File: config.mk
export PLATFORM = sky130hd
export DESIGN_NAME = pcd_decoder
export DESIGN_NICKNAME = d
export VERILOG_FILES = /design/src/pcd_decoder.v
export VERILOG_INCLUDE_DIRS = /design/src /design/src/src
export SDC_FILE = /design/constraint.sdc
export NUM_CORES = 1
export LEC_CHECK = 0
export BUFFER_PORTS_ARGS = -buffer_cell sky130_fd_sc_hd__buf_4
export CAP_MARGIN = 15
export CORE_ASPECT_RATIO = 0.9
export CORE_MARGIN = 3
export CORE_UTILIZATION = 50
export DETAILED_ROUTE_END_ITERATION = 8
export PLACE_DENSITY = 0.73
export SETUP_SLACK_MARGIN = 0.2
export SLEW_MARGIN = 20
export SYNTH_ARGS = -nofsm -noshare
export SYNTH_HDL_FRONTEND = slang
export SYNTH_SLANG_ARGS = --single-unit
File: constraint.sdc
create_clock -name core_clk -period 9 [get_ports core_clk]
set_input_delay 2.7 -clock core_clk [delete_from_list [all_inputs] [get_ports core_clk]]
set_output_delay 2.7 -clock core_clk [all_outputs]
set_load 0.02 [all_outputs]
File: src/pcd_regs.vh
// register offsets, encodings and fixed values of the command decoder
`ifndef PCD_REGS_VH
`define PCD_REGS_VH
// ----------------------------------------
// command codes
// ----------------------------------------
`define PCD_CMD_RUN       8'h01
`define PCD_CMD_ENSRC     8'h02
`define PCD_CMD_CLRFLT    8'h03
`define PCD_CMD_WLOCK     8'h10
`define PCD_CMD_STORE     8'h11
`define PCD_CMD_RESTORE   8'h12
`define PCD_CMD_FEATURE   8'h19
`define PCD_CMD_FORMAT    8'h20
`define PCD_CMD_SETPT     8'h21
`define PCD_CMD_MARGHI    8'h25
`define PCD_CMD_MARGLO    8'h26
`define PCD_CMD_SUMBYTE   8'h78
`define PCD_CMD_SUMWORD   8'h79
`define PCD_CMD_VFLT      8'h7a
`define PCD_CMD_IFLT      8'h7b
`define PCD_CMD_COMMSTAT  8'h7e
// ----------------------------------------
// fixed reports and encodings
// ----------------------------------------
`define PCD_FEATURE_VAL   8'hd0
`define PCD_FORMAT_VAL    8'h17
`define PCD_ENSRC_NONE    8'h13
`define PCD_ENSRC_PIN     8'h17
`define PCD_ENSRC_CMD     8'h1b
`define PCD_ENSRC_BOTH    8'h1f
`define PCD_WL_ONLYWL     8'h80
`define PCD_WL_RUN        8'h40
`define PCD_WL_BASIC      8'h20
`define PCD_WL_NONE       8'h00
`define PCD_RUN_MLO_IGN   8'h94
`define PCD_RUN_MLO_ACT   8'h98
`define PCD_RUN_MHI_IGN   8'ha4
`define PCD_RUN_MHI_ACT   8'ha8
// ----------------------------------------
// field positions and reset values
// ----------------------------------------
`define PCD_SB_OFF        6
`define PCD_SB_CML        1
`define PCD_SW_PGLOST     11
`define PCD_CML_BADCMD    7
`define PCD_CML_BADDATA   6
`define PCD_RST_RUN       8'h00
`define PCD_RST_ENSRC     8'h1f
`define PCD_RST_WLOCK     8'h00
`define PCD_RST_SETPT     16'h0133
`endif

File: src/pcd_decoder.v
// command decoder and register set behind the power bus slave port
`timescale 1ns/10ps
`default_nettype none
`include "pcd_regs.vh"

// Notes on behaviour
// - run/margin byte at 01h plus enable pin decide output on or off.
// - 00xxxx00 turns off; 1000xx00 turns on at nominal setpoint.
// - 94h or 98h selects low margin; 98h acts on margin faults.
// - a4h or a8h selects high margin; a8h acts on margin faults.
// - 13h ignores both sources; 17h follows only the enable pin.
// - 1bh follows only the run byte; 1fh needs both to run.
// - fault-clear zeroes fault status whose cause is gone; alert drops if none remain.
// - fault-clear keeps the unit-off and power-good-lost live bits.
// - lock 80h allows only lock writes; 40h also the run byte.
// - lock 20h adds enable config and setpoint; 00h allows all.
// - the lock register itself is always writable.
// - store-all copies enable config, lock and setpoint into the default store.
// - restore-all reloads enable config, lock and setpoint from the default store.
// - feature report reads fixed d0h.
// - output format reads fixed 17h and is not writable.
// - setpoint is a 16-bit word of 1.9531 mV steps.
// - separate high and low margin words pick the regulated target.
// - fault summary as a byte at 78h and word at 79h.
// - voltage faults at 7ah, current faults at 7bh, one byte each.
// - only listed codes are served; host relies on nothing else.
// - an unknown command sets the invalid-command flag.
// - status bit 6 means unit off; high bit 3 power good lost.
module pcd_decoder (
  input  wire        core_clk,     // logic clock, 10 MHz
  input  wire        sys_rst,      // async reset, active high
  input  wire        clkEn,        // freezes all state when low
  input  wire        cmdValid,     // one-cycle command strobe
  input  wire        cmdWrite,     // 1 write/send, 0 read
  input  wire [7:0]  cmdCode,      // command code
  input  wire [15:0] cmdData,      // write data, byte in low bits
  input  wire        enablePin,    // enable pin, asynchronous
  input  wire        vOvFault,     // fault events, asynchronous levels
  input  wire        vOvWarn,      // overvoltage warning
  input  wire        vUvWarn,      // undervoltage warning
  input  wire        vUvFault,     // undervoltage fault
  input  wire        iOcFault,     // overcurrent fault
  input  wire        iOcUvFault,   // overcurrent with undervoltage
  input  wire        iNegFault,    // negative overcurrent
  input  wire        ddUvFault,    // bias undervoltage
  input  wire        tempFault,    // overtemperature
  input  wire        powerGoodIn,  // power good from the loop, async
  output reg  [15:0] rdData_r,     // read answer
  output reg         rdValid_r,    // one-cycle answer strobe
  output reg         outputOn_r,   // converter switched on
  output reg  [15:0] targetVout_r, // setpoint the loop regulates to
  output reg         marginActOn_r,// margin faults acted upon
  output reg         alert_r       // alert output, active high
);

  // ----------------------------------------
  // input synchronisers
  // ----------------------------------------
  localparam NSYNC = 11;
  reg [NSYNC-1:0] s1_r;
  reg [NSYNC-1:0] s2_r;
  reg [NSYNC-1:0] s3_r;
  reg [NSYNC-1:0] live_r;
  wire [NSYNC-1:0] rawIn;
  assign rawIn = {powerGoodIn, enablePin, tempFault, ddUvFault, iNegFault,
                  iOcUvFault, iOcFault, vUvFault, vUvWarn, vOvWarn,
                  vOvFault};

  // three stages; the filtered level moves when stages two and three agree
  always @(posedge core_clk or posedge sys_rst) begin
    if (sys_rst) begin
      s1_r   <= {NSYNC{1'b0}};
      s2_r   <= {NSYNC{1'b0}};
      s3_r   <= {NSYNC{1'b0}};
      live_r <= {NSYNC{1'b0}};
    end else if (clkEn) begin
      s1_r   <= rawIn;
      s2_r   <= s1_r;
      s3_r   <= s2_r;
      live_r <= (s2_r & s3_r) | (live_r & (s2_r | s3_r));
    end
  end

  wire pinEn  = live_r[9];
  wire pgLive = live_r[10];

  // ----------------------------------------
  // operating and default registers
  // ----------------------------------------
  reg [7:0]  runCtl_r;
  reg [7:0]  enSrc_r;
  reg [7:0]  wLock_r;
  reg [15:0] setpt_r;
  reg [15:0] margHi_r;
  reg [15:0] margLo_r;
  reg [7:0]  dfEnSrc_r;
  reg [7:0]  dfWLock_r;
  reg [15:0] dfSetpt_r;
  reg [7:0]  vFlt_r;
  reg [7:0]  iFlt_r;
  reg [2:0]  miscFlt_r;   // bias uv, temp, other
  reg [7:0]  cml_r;

  // write permission by lock level
  function wrAllowed;
    input [7:0] lock;
    input [7:0] code;
    begin
      case (lock)
        `PCD_WL_ONLYWL: wrAllowed = (code == `PCD_CMD_WLOCK);
        `PCD_WL_RUN:    wrAllowed = (code == `PCD_CMD_WLOCK) ||
                                    (code == `PCD_CMD_RUN);
        // basic level, anything else opens all
        `PCD_WL_BASIC:  wrAllowed = (code == `PCD_CMD_WLOCK) ||
                                    (code == `PCD_CMD_RUN) ||
                                    (code == `PCD_CMD_ENSRC) ||
                                    (code == `PCD_CMD_SETPT);
        default:        wrAllowed = 1'b1;
      endcase
    end
  endfunction

  // writable or send-byte code
  function isWrCode;
    input [7:0] code;
    begin
      case (code)
        `PCD_CMD_RUN, `PCD_CMD_ENSRC, `PCD_CMD_CLRFLT, `PCD_CMD_WLOCK,
        `PCD_CMD_STORE, `PCD_CMD_RESTORE, `PCD_CMD_SETPT,
        `PCD_CMD_MARGHI, `PCD_CMD_MARGLO: isWrCode = 1'b1;
        default: isWrCode = 1'b0;
      endcase
    end
  endfunction

  // readable code
  function isRdCode;
    input [7:0] code;
    begin
      case (code)
        `PCD_CMD_RUN, `PCD_CMD_ENSRC, `PCD_CMD_WLOCK, `PCD_CMD_FEATURE,
        `PCD_CMD_FORMAT, `PCD_CMD_SETPT, `PCD_CMD_MARGHI,
        `PCD_CMD_MARGLO, `PCD_CMD_SUMBYTE, `PCD_CMD_SUMWORD,
        `PCD_CMD_VFLT, `PCD_CMD_IFLT, `PCD_CMD_COMMSTAT: isRdCode = 1'b1;
        default: isRdCode = 1'b0;
      endcase
    end
  endfunction

  wire doWr     = clkEn & cmdValid & cmdWrite;
  wire doRd     = clkEn & cmdValid & ~cmdWrite;
  // lock register stays writable at every level
  wire permit   = wrAllowed(wLock_r, cmdCode);
  wire badCmd   = cmdValid & (cmdWrite ? ~isWrCode(cmdCode)
                                       : ~isRdCode(cmdCode));
  wire blocked  = doWr & isWrCode(cmdCode) & ~permit;
  wire wrOk     = doWr & isWrCode(cmdCode) & permit;
  wire clrFault = wrOk & (cmdCode == `PCD_CMD_CLRFLT);

  // ----------------------------------------
  // register writes, store and restore
  // ----------------------------------------
  // margin words keep no default copy, only the nvm-backed ones do
  always @(posedge core_clk or posedge sys_rst) begin
    if (sys_rst) begin
      runCtl_r  <= `PCD_RST_RUN;
      enSrc_r   <= `PCD_RST_ENSRC;
      wLock_r   <= `PCD_RST_WLOCK;
      setpt_r   <= `PCD_RST_SETPT;
      margHi_r  <= `PCD_RST_SETPT;
      margLo_r  <= `PCD_RST_SETPT;
      dfEnSrc_r <= `PCD_RST_ENSRC;
      dfWLock_r <= `PCD_RST_WLOCK;
      dfSetpt_r <= `PCD_RST_SETPT;
    end else if (wrOk) begin
      case (cmdCode)
        `PCD_CMD_RUN:    runCtl_r <= cmdData[7:0];
        `PCD_CMD_ENSRC:  enSrc_r  <= cmdData[7:0];
        `PCD_CMD_WLOCK:  wLock_r  <= cmdData[7:0];
        `PCD_CMD_SETPT:  setpt_r  <= cmdData;
        `PCD_CMD_MARGHI: margHi_r <= cmdData;
        `PCD_CMD_MARGLO: margLo_r <= cmdData;
        `PCD_CMD_STORE: begin
          dfEnSrc_r <= enSrc_r;
          dfWLock_r <= wLock_r;
          dfSetpt_r <= setpt_r;
        end
        `PCD_CMD_RESTORE: begin
          enSrc_r <= dfEnSrc_r;
          wLock_r <= dfWLock_r;
          setpt_r <= dfSetpt_r;
        end
        default: begin
        end
      endcase
    end
  end

  // ----------------------------------------
  // on/off and target selection
  // ----------------------------------------
  reg runReq;
  reg wantOn;
  reg [15:0] tgt;
  reg actFlt;
  always @* begin
    runReq = runCtl_r[7] & ~runCtl_r[6] & ~runCtl_r[1] & ~runCtl_r[0];
    tgt    = setpt_r;
    actFlt = 1'b0;
    case (runCtl_r)
      `PCD_RUN_MLO_IGN: tgt = margLo_r;
      `PCD_RUN_MLO_ACT: begin
        tgt    = margLo_r;
        actFlt = 1'b1;
      end
      `PCD_RUN_MHI_IGN: tgt = margHi_r;
      `PCD_RUN_MHI_ACT: begin
        tgt    = margHi_r;
        actFlt = 1'b1;
      end
      default: runReq = runReq & (runCtl_r[5:4] == 2'b00);
    endcase
    case (enSrc_r)
      `PCD_ENSRC_NONE: wantOn = 1'b0;
      `PCD_ENSRC_PIN:  wantOn = pinEn;
      `PCD_ENSRC_CMD:  wantOn = runReq;
      default:         wantOn = runReq & pinEn;
    endcase
  end

  always @(posedge core_clk or posedge sys_rst) begin
    if (sys_rst) begin
      outputOn_r    <= 1'b0;
      targetVout_r  <= `PCD_RST_SETPT;
      marginActOn_r <= 1'b0;
    end else if (clkEn) begin
      outputOn_r    <= wantOn;
      targetVout_r  <= tgt;
      marginActOn_r <= actFlt;
    end
  end

  // ----------------------------------------
  // sticky fault status
  // ----------------------------------------
  // a fault present during the clear survives: set wins over clear
  always @(posedge core_clk or posedge sys_rst) begin
    if (sys_rst) begin
      vFlt_r    <= 8'h00;
      iFlt_r    <= 8'h00;
      miscFlt_r <= 3'b000;
      cml_r     <= 8'h00;
      alert_r   <= 1'b0;
    end else if (clkEn) begin
      vFlt_r    <= (clrFault ? 8'h00 : vFlt_r) |
                   {live_r[0], live_r[1], live_r[2], live_r[3], 4'h0};
      iFlt_r    <= (clrFault ? 8'h00 : iFlt_r) |
                   {live_r[4], live_r[5], 1'b0, live_r[6], 4'h0};
      miscFlt_r <= (clrFault ? 3'b000 : miscFlt_r) |
                   {live_r[7], live_r[8], 1'b0};
      cml_r     <= (clrFault ? 8'h00 : cml_r) |
                   {clkEn & badCmd, blocked, 6'h00};
      alert_r   <= (alert_r & ~clrFault) | (|live_r[8:0]) |
                   (clkEn & badCmd) | blocked;
    end
  end

  // ----------------------------------------
  // status assembly and read answer
  // ----------------------------------------
  reg [15:0] sumWord;
  always @* begin
    sumWord = 16'h0000;
    // unit off and power good lost
    sumWord[`PCD_SB_OFF]    = ~outputOn_r;
    sumWord[`PCD_SW_PGLOST] = ~pgLive;
    sumWord[5]  = vFlt_r[7];
    sumWord[4]  = iFlt_r[7];
    sumWord[3]  = miscFlt_r[2];
    sumWord[2]  = miscFlt_r[1];
    sumWord[`PCD_SB_CML] = |cml_r;
    sumWord[15] = |vFlt_r;
    sumWord[14] = |iFlt_r;
    sumWord[13] = miscFlt_r[2];
  end

  always @(posedge core_clk or posedge sys_rst) begin
    if (sys_rst) begin
      rdData_r  <= 16'h0000;
      rdValid_r <= 1'b0;
    end else if (clkEn) begin
      rdValid_r <= doRd;
      if (doRd) begin
        case (cmdCode)
          `PCD_CMD_RUN:      rdData_r <= {8'h00, runCtl_r};
          `PCD_CMD_ENSRC:    rdData_r <= {8'h00, enSrc_r};
          `PCD_CMD_WLOCK:    rdData_r <= {8'h00, wLock_r};
          `PCD_CMD_FEATURE:  rdData_r <= {8'h00, `PCD_FEATURE_VAL};
          `PCD_CMD_FORMAT:   rdData_r <= {8'h00, `PCD_FORMAT_VAL};
          `PCD_CMD_SETPT:    rdData_r <= setpt_r;
          `PCD_CMD_MARGHI:   rdData_r <= margHi_r;
          `PCD_CMD_MARGLO:   rdData_r <= margLo_r;
          `PCD_CMD_SUMBYTE:  rdData_r <= {8'h00, sumWord[7:0]};
          `PCD_CMD_SUMWORD:  rdData_r <= sumWord;
          `PCD_CMD_VFLT:     rdData_r <= {8'h00, vFlt_r};
          `PCD_CMD_IFLT:     rdData_r <= {8'h00, iFlt_r};
          `PCD_CMD_COMMSTAT: rdData_r <= {8'h00, cml_r};
          default:           rdData_r <= 16'h0000;
        endcase
      end
    end
  end

endmodule
`default_nettype wire

==> results.md <==
* Vias at about 6400
* Largest net degree at the start of global routing at about 120
* Number of setup violations in the final report at 0
* Clk sink count at a little under 200
* Clock tree root buffer cell: clkbuf_16
* Synth Area in Compound Gates at 13.3%
* Die Span X at around 150 um
* Die height at between 100 and 150 um
* Gp weighted congestion at a little over 0.9
* Yosys cell types at 67
* Synth Net Count at 782
* CTS tree: yes
* Drt first pass iters at 6
* # rows at 46
* Sequential area share after synthesis at between 50 and 60%
* Post-synthesis simple-gate area fraction at a little under a tenth
* Global-route wire length before repair at 37.6 mm
* Wire length per cell at approximately 22 um
* RSZ-0062 raised after global routing: false
* Lkg Pwr at about 4.6 nW
* Pwr per Cell Area at ~180 mW/mm2
* Cts hold-fix bufs at 0
* Worst EP arrival at 5.93 ns
* Crit path buf inv count at 2
* Clk slew on worst S/H paths at roughly 0.070 ns
* Drt via density at a little over 6
* IO Port Bufs at 75
* Area taken by multi-input logic gates at a little under 0.004 mm2
* Vias in the first global route at 6657
* Final Cycle Share at 62.3%
* Worst setup margin at around 3.4 ns
* Seq. cell area at 0.00492 mm2
* Cell Area, Synth at between 0.009 and 0.01 mm2
* Async set-reset flop share out of synthesis at 100%
* Crit-path max FO at 26
* Required @ worst endpoint at 9.32 ns
* Grt ovf at 0
* Kind of end point of the critical path: register
* Synth Flop Type: dfrtp_1
* MaxCap Viol Count at 0
* Worst Setup Path Type: in2reg
* TritonCTS Buffers at 17
* Crit path time final at approximately 5.6 ns
* Rel. slew slack at 27.3%
* Yosys warnings at 0
* H-tree depth at 4
* CP delay by family, top: simple AND/OR/NAND/NOR gates
* Worst-Skew Late Latency at ~0.43 ns
* # DRC at 0
* Final Cell Area at 0.0105 mm2
* I/O pin count at between 70 and 80
* Hold Path Class: reg2reg
* Fin Setup TNS at 0 ns
* Synthesized flop and latch total at slightly below 200
* DP Worst Slack at ~2.9 ns
* Fin util at between 50% and 60%
* Avg Cell Area, Syn at between 10 and 15 um2
* DRT antenna net count at 0
* Peak supply drop at 0.115 mV
* Ant. Diodes at 0
* Worst Skew at between 0.01 and 0.015 ns
* Synth Instances at 742
* Layout Nets at between 800 and 900
* Postcts setup bufs at 0
* Total Wirelength at 23.4 mm
* Number of gates resized after CTS at 0
* Highest Clock Rate at 0.178 GHz
* Share of cells above drive strength 1 at 35.6%
* Dpl cell area at 0.00985 mm2
* CP max stage cell: nor4_4
* Number of synthesized flops with an enable pin at 0
* Most common cell after layout, fill and taps aside: dfrtp_1
* Critical path launch point type: primary input
* Die ar. at 0.0199 mm2
* Hold WS at approximately 0.48 ns
* CTS max path bufs at 2
* Mux contribution to synthesized area at a little under a fifth
* Fin. Hold Viols at 0
* Synth Area in XOR/XNOR at less than 1%
* Main combinational cell family by area after synthesis: multiplexers
* Synth-to-layout area growth at 14.8%
* Commonest cells after routing, fill and taps aside: dfrtp_1, mux2_2, buf_4
* Worst-Margin Slew at 1.09 ns
* Status: finished clean
* Number of fill cells at around 1500
* Worst-path cell chain: buf_4, or4b_4, nor4_4, a211o_2, nor2_4, nor4_4, buf_4, mux2_2
* Final Max Tran Viols at 0
* Initial antenna violation count at 0
* Post-Synth Adder-Cell Area at 0%
* HPWL after DPL at roughly 16 mm
* CP max stage delay at ~0.7 ns
* Iter 0 DRT Violations at a little under 700
* Core area at 0.0177 mm2
* Starting Density at between 50% and 60%
* GRT Total Usage at 24.3%
==> layer usage <==
layer	vias up	share of wire (%)	GRT usage [%]
li1	2870	-	-
met1	3273	43	33.8
met2	245	48	39.0
met3	44	5.9	4.56
met4	0	2.5	8.31
met5	-	0	0
==> cells in the mapped netlist, drive strengths merged (4+ instances only) <==
master | number | area (um2)
xnor2 | 4 | 35.0
nand2b | 13 | 81.3
or2 | 5 | 31.3
inv | 31 | 116
mux2i | 26 | 260
dfrtp | 160 | 4000
a21o | 4 | 30.0
a222oi | 32 | 320
nor2b | 12 | 75.1
nor4b | 4 | 35.0
a21oi | 66 | 330
a22o | 10 | 87.6
a221oi | 6 | 52.6
nand3 | 4 | 20.0
nand2 | 16 | 60.1
a22oi | 4 | 30.0
nor4 | 9 | 86.3
a211o | 4 | 36.3
a31oi | 9 | 56.3
nor2 | 46 | 180
o21ai | 16 | 80.1
and3 | 5 | 31.3
clkbuf | 29 | 110
mux2 | 122 | 1490
dfstp | 35 | 920
nor3 | 6 | 63.8
buf | 19 | 119
==> path summary, 6_finish.rpt <==
check / cells after the start / endpoint / slack, ns / startpoint
max in group asynchronous: 3 / cml_r[7]$_DFFE_PP0P_ / 5.18 / sys_rst
min in group asynchronous: 2 / margHi_r[14]$_DFFE_PP0P_ / 2.36 / sys_rst
max reg2reg: 7 / dfEnSrc_r[7]$_DFFE_PP0P_ / 5.80 / wLock_r[6]$_DFFE_PP0P_
min: 1 / rdData_r[5]$_DFFE_PP0P_ / 0.48 / rdData_r[5]$_DFFE_PP0P_
min reg2reg: 1 / rdData_r[5]$_DFFE_PP0P_ / 0.48 / rdData_r[5]$_DFFE_PP0P_
max: 8 / dfEnSrc_r[7]$_DFFE_PP0P_ / 3.40 / cmdCode[5]
==> layout make-up <==
| type | count | area share (%) |
|---|---|---|
| sequential | 195 | 47.1 |
| tap | 240 | 2.87 |
| multi-input combinational | 468 | 36.9 |
| inverter | 31 | 1.18 |
| clock inverter | 14 | 1.59 |
| timing repair buffer | 85 | 6.17 |
| clock buffer | 18 | 4.20 |
==> registers in the layout, indices dropped and copies added (netlist names) <==
name,count
alert_r,1
miscFlt_r,2
enSrc_r,8
marginActOn_r,1
dfSetpt_r,16
runCtl_r,8
cml_r,2
setpt_r,16
iFlt_r,3
s1_r,11
dfEnSrc_r,8
vFlt_r,4
s2_r,11
live_r,11
margHi_r,16
targetVout_r,16
wLock_r,8
rdValid_r,1
rdData_r,16
dfWLock_r,8
s3_r,11
outputOn_r,1
margLo_r,16
==> cell families after synthesis <==
group                  Yosys count
flip-flops                     195
AO/OA/AOI/OAI                  173
multiplexers                   148
AND/OR/NAND/NOR                141
buffers and inverters           79
XOR/XNOR                         6
==> through the flow <==
stage | cells | power (mW)
final | 1051 | 1.91
after global placement | 1018 | 1.14
after detailed placement | 1019 | 1.15
after global routing | 1051 | 1.99
after floorplan | 742 | 1.08
after CTS | 1051 | 1.93
==> report_power, final <==
| part | switching, mW | internal, mW | total [mW] | leakage [nW] |
|---|---|---|---|---|
| combinational | 0.0908 | 0.0748 | 0.166 | 1.95 |
| sequential | 0.0402 | 0.924 | 0.964 | 2.33 |
| clock | 0.358 | 0.426 | 0.784 | 0.293 |
Note: power is estimated with default switching activity, not from simulation.
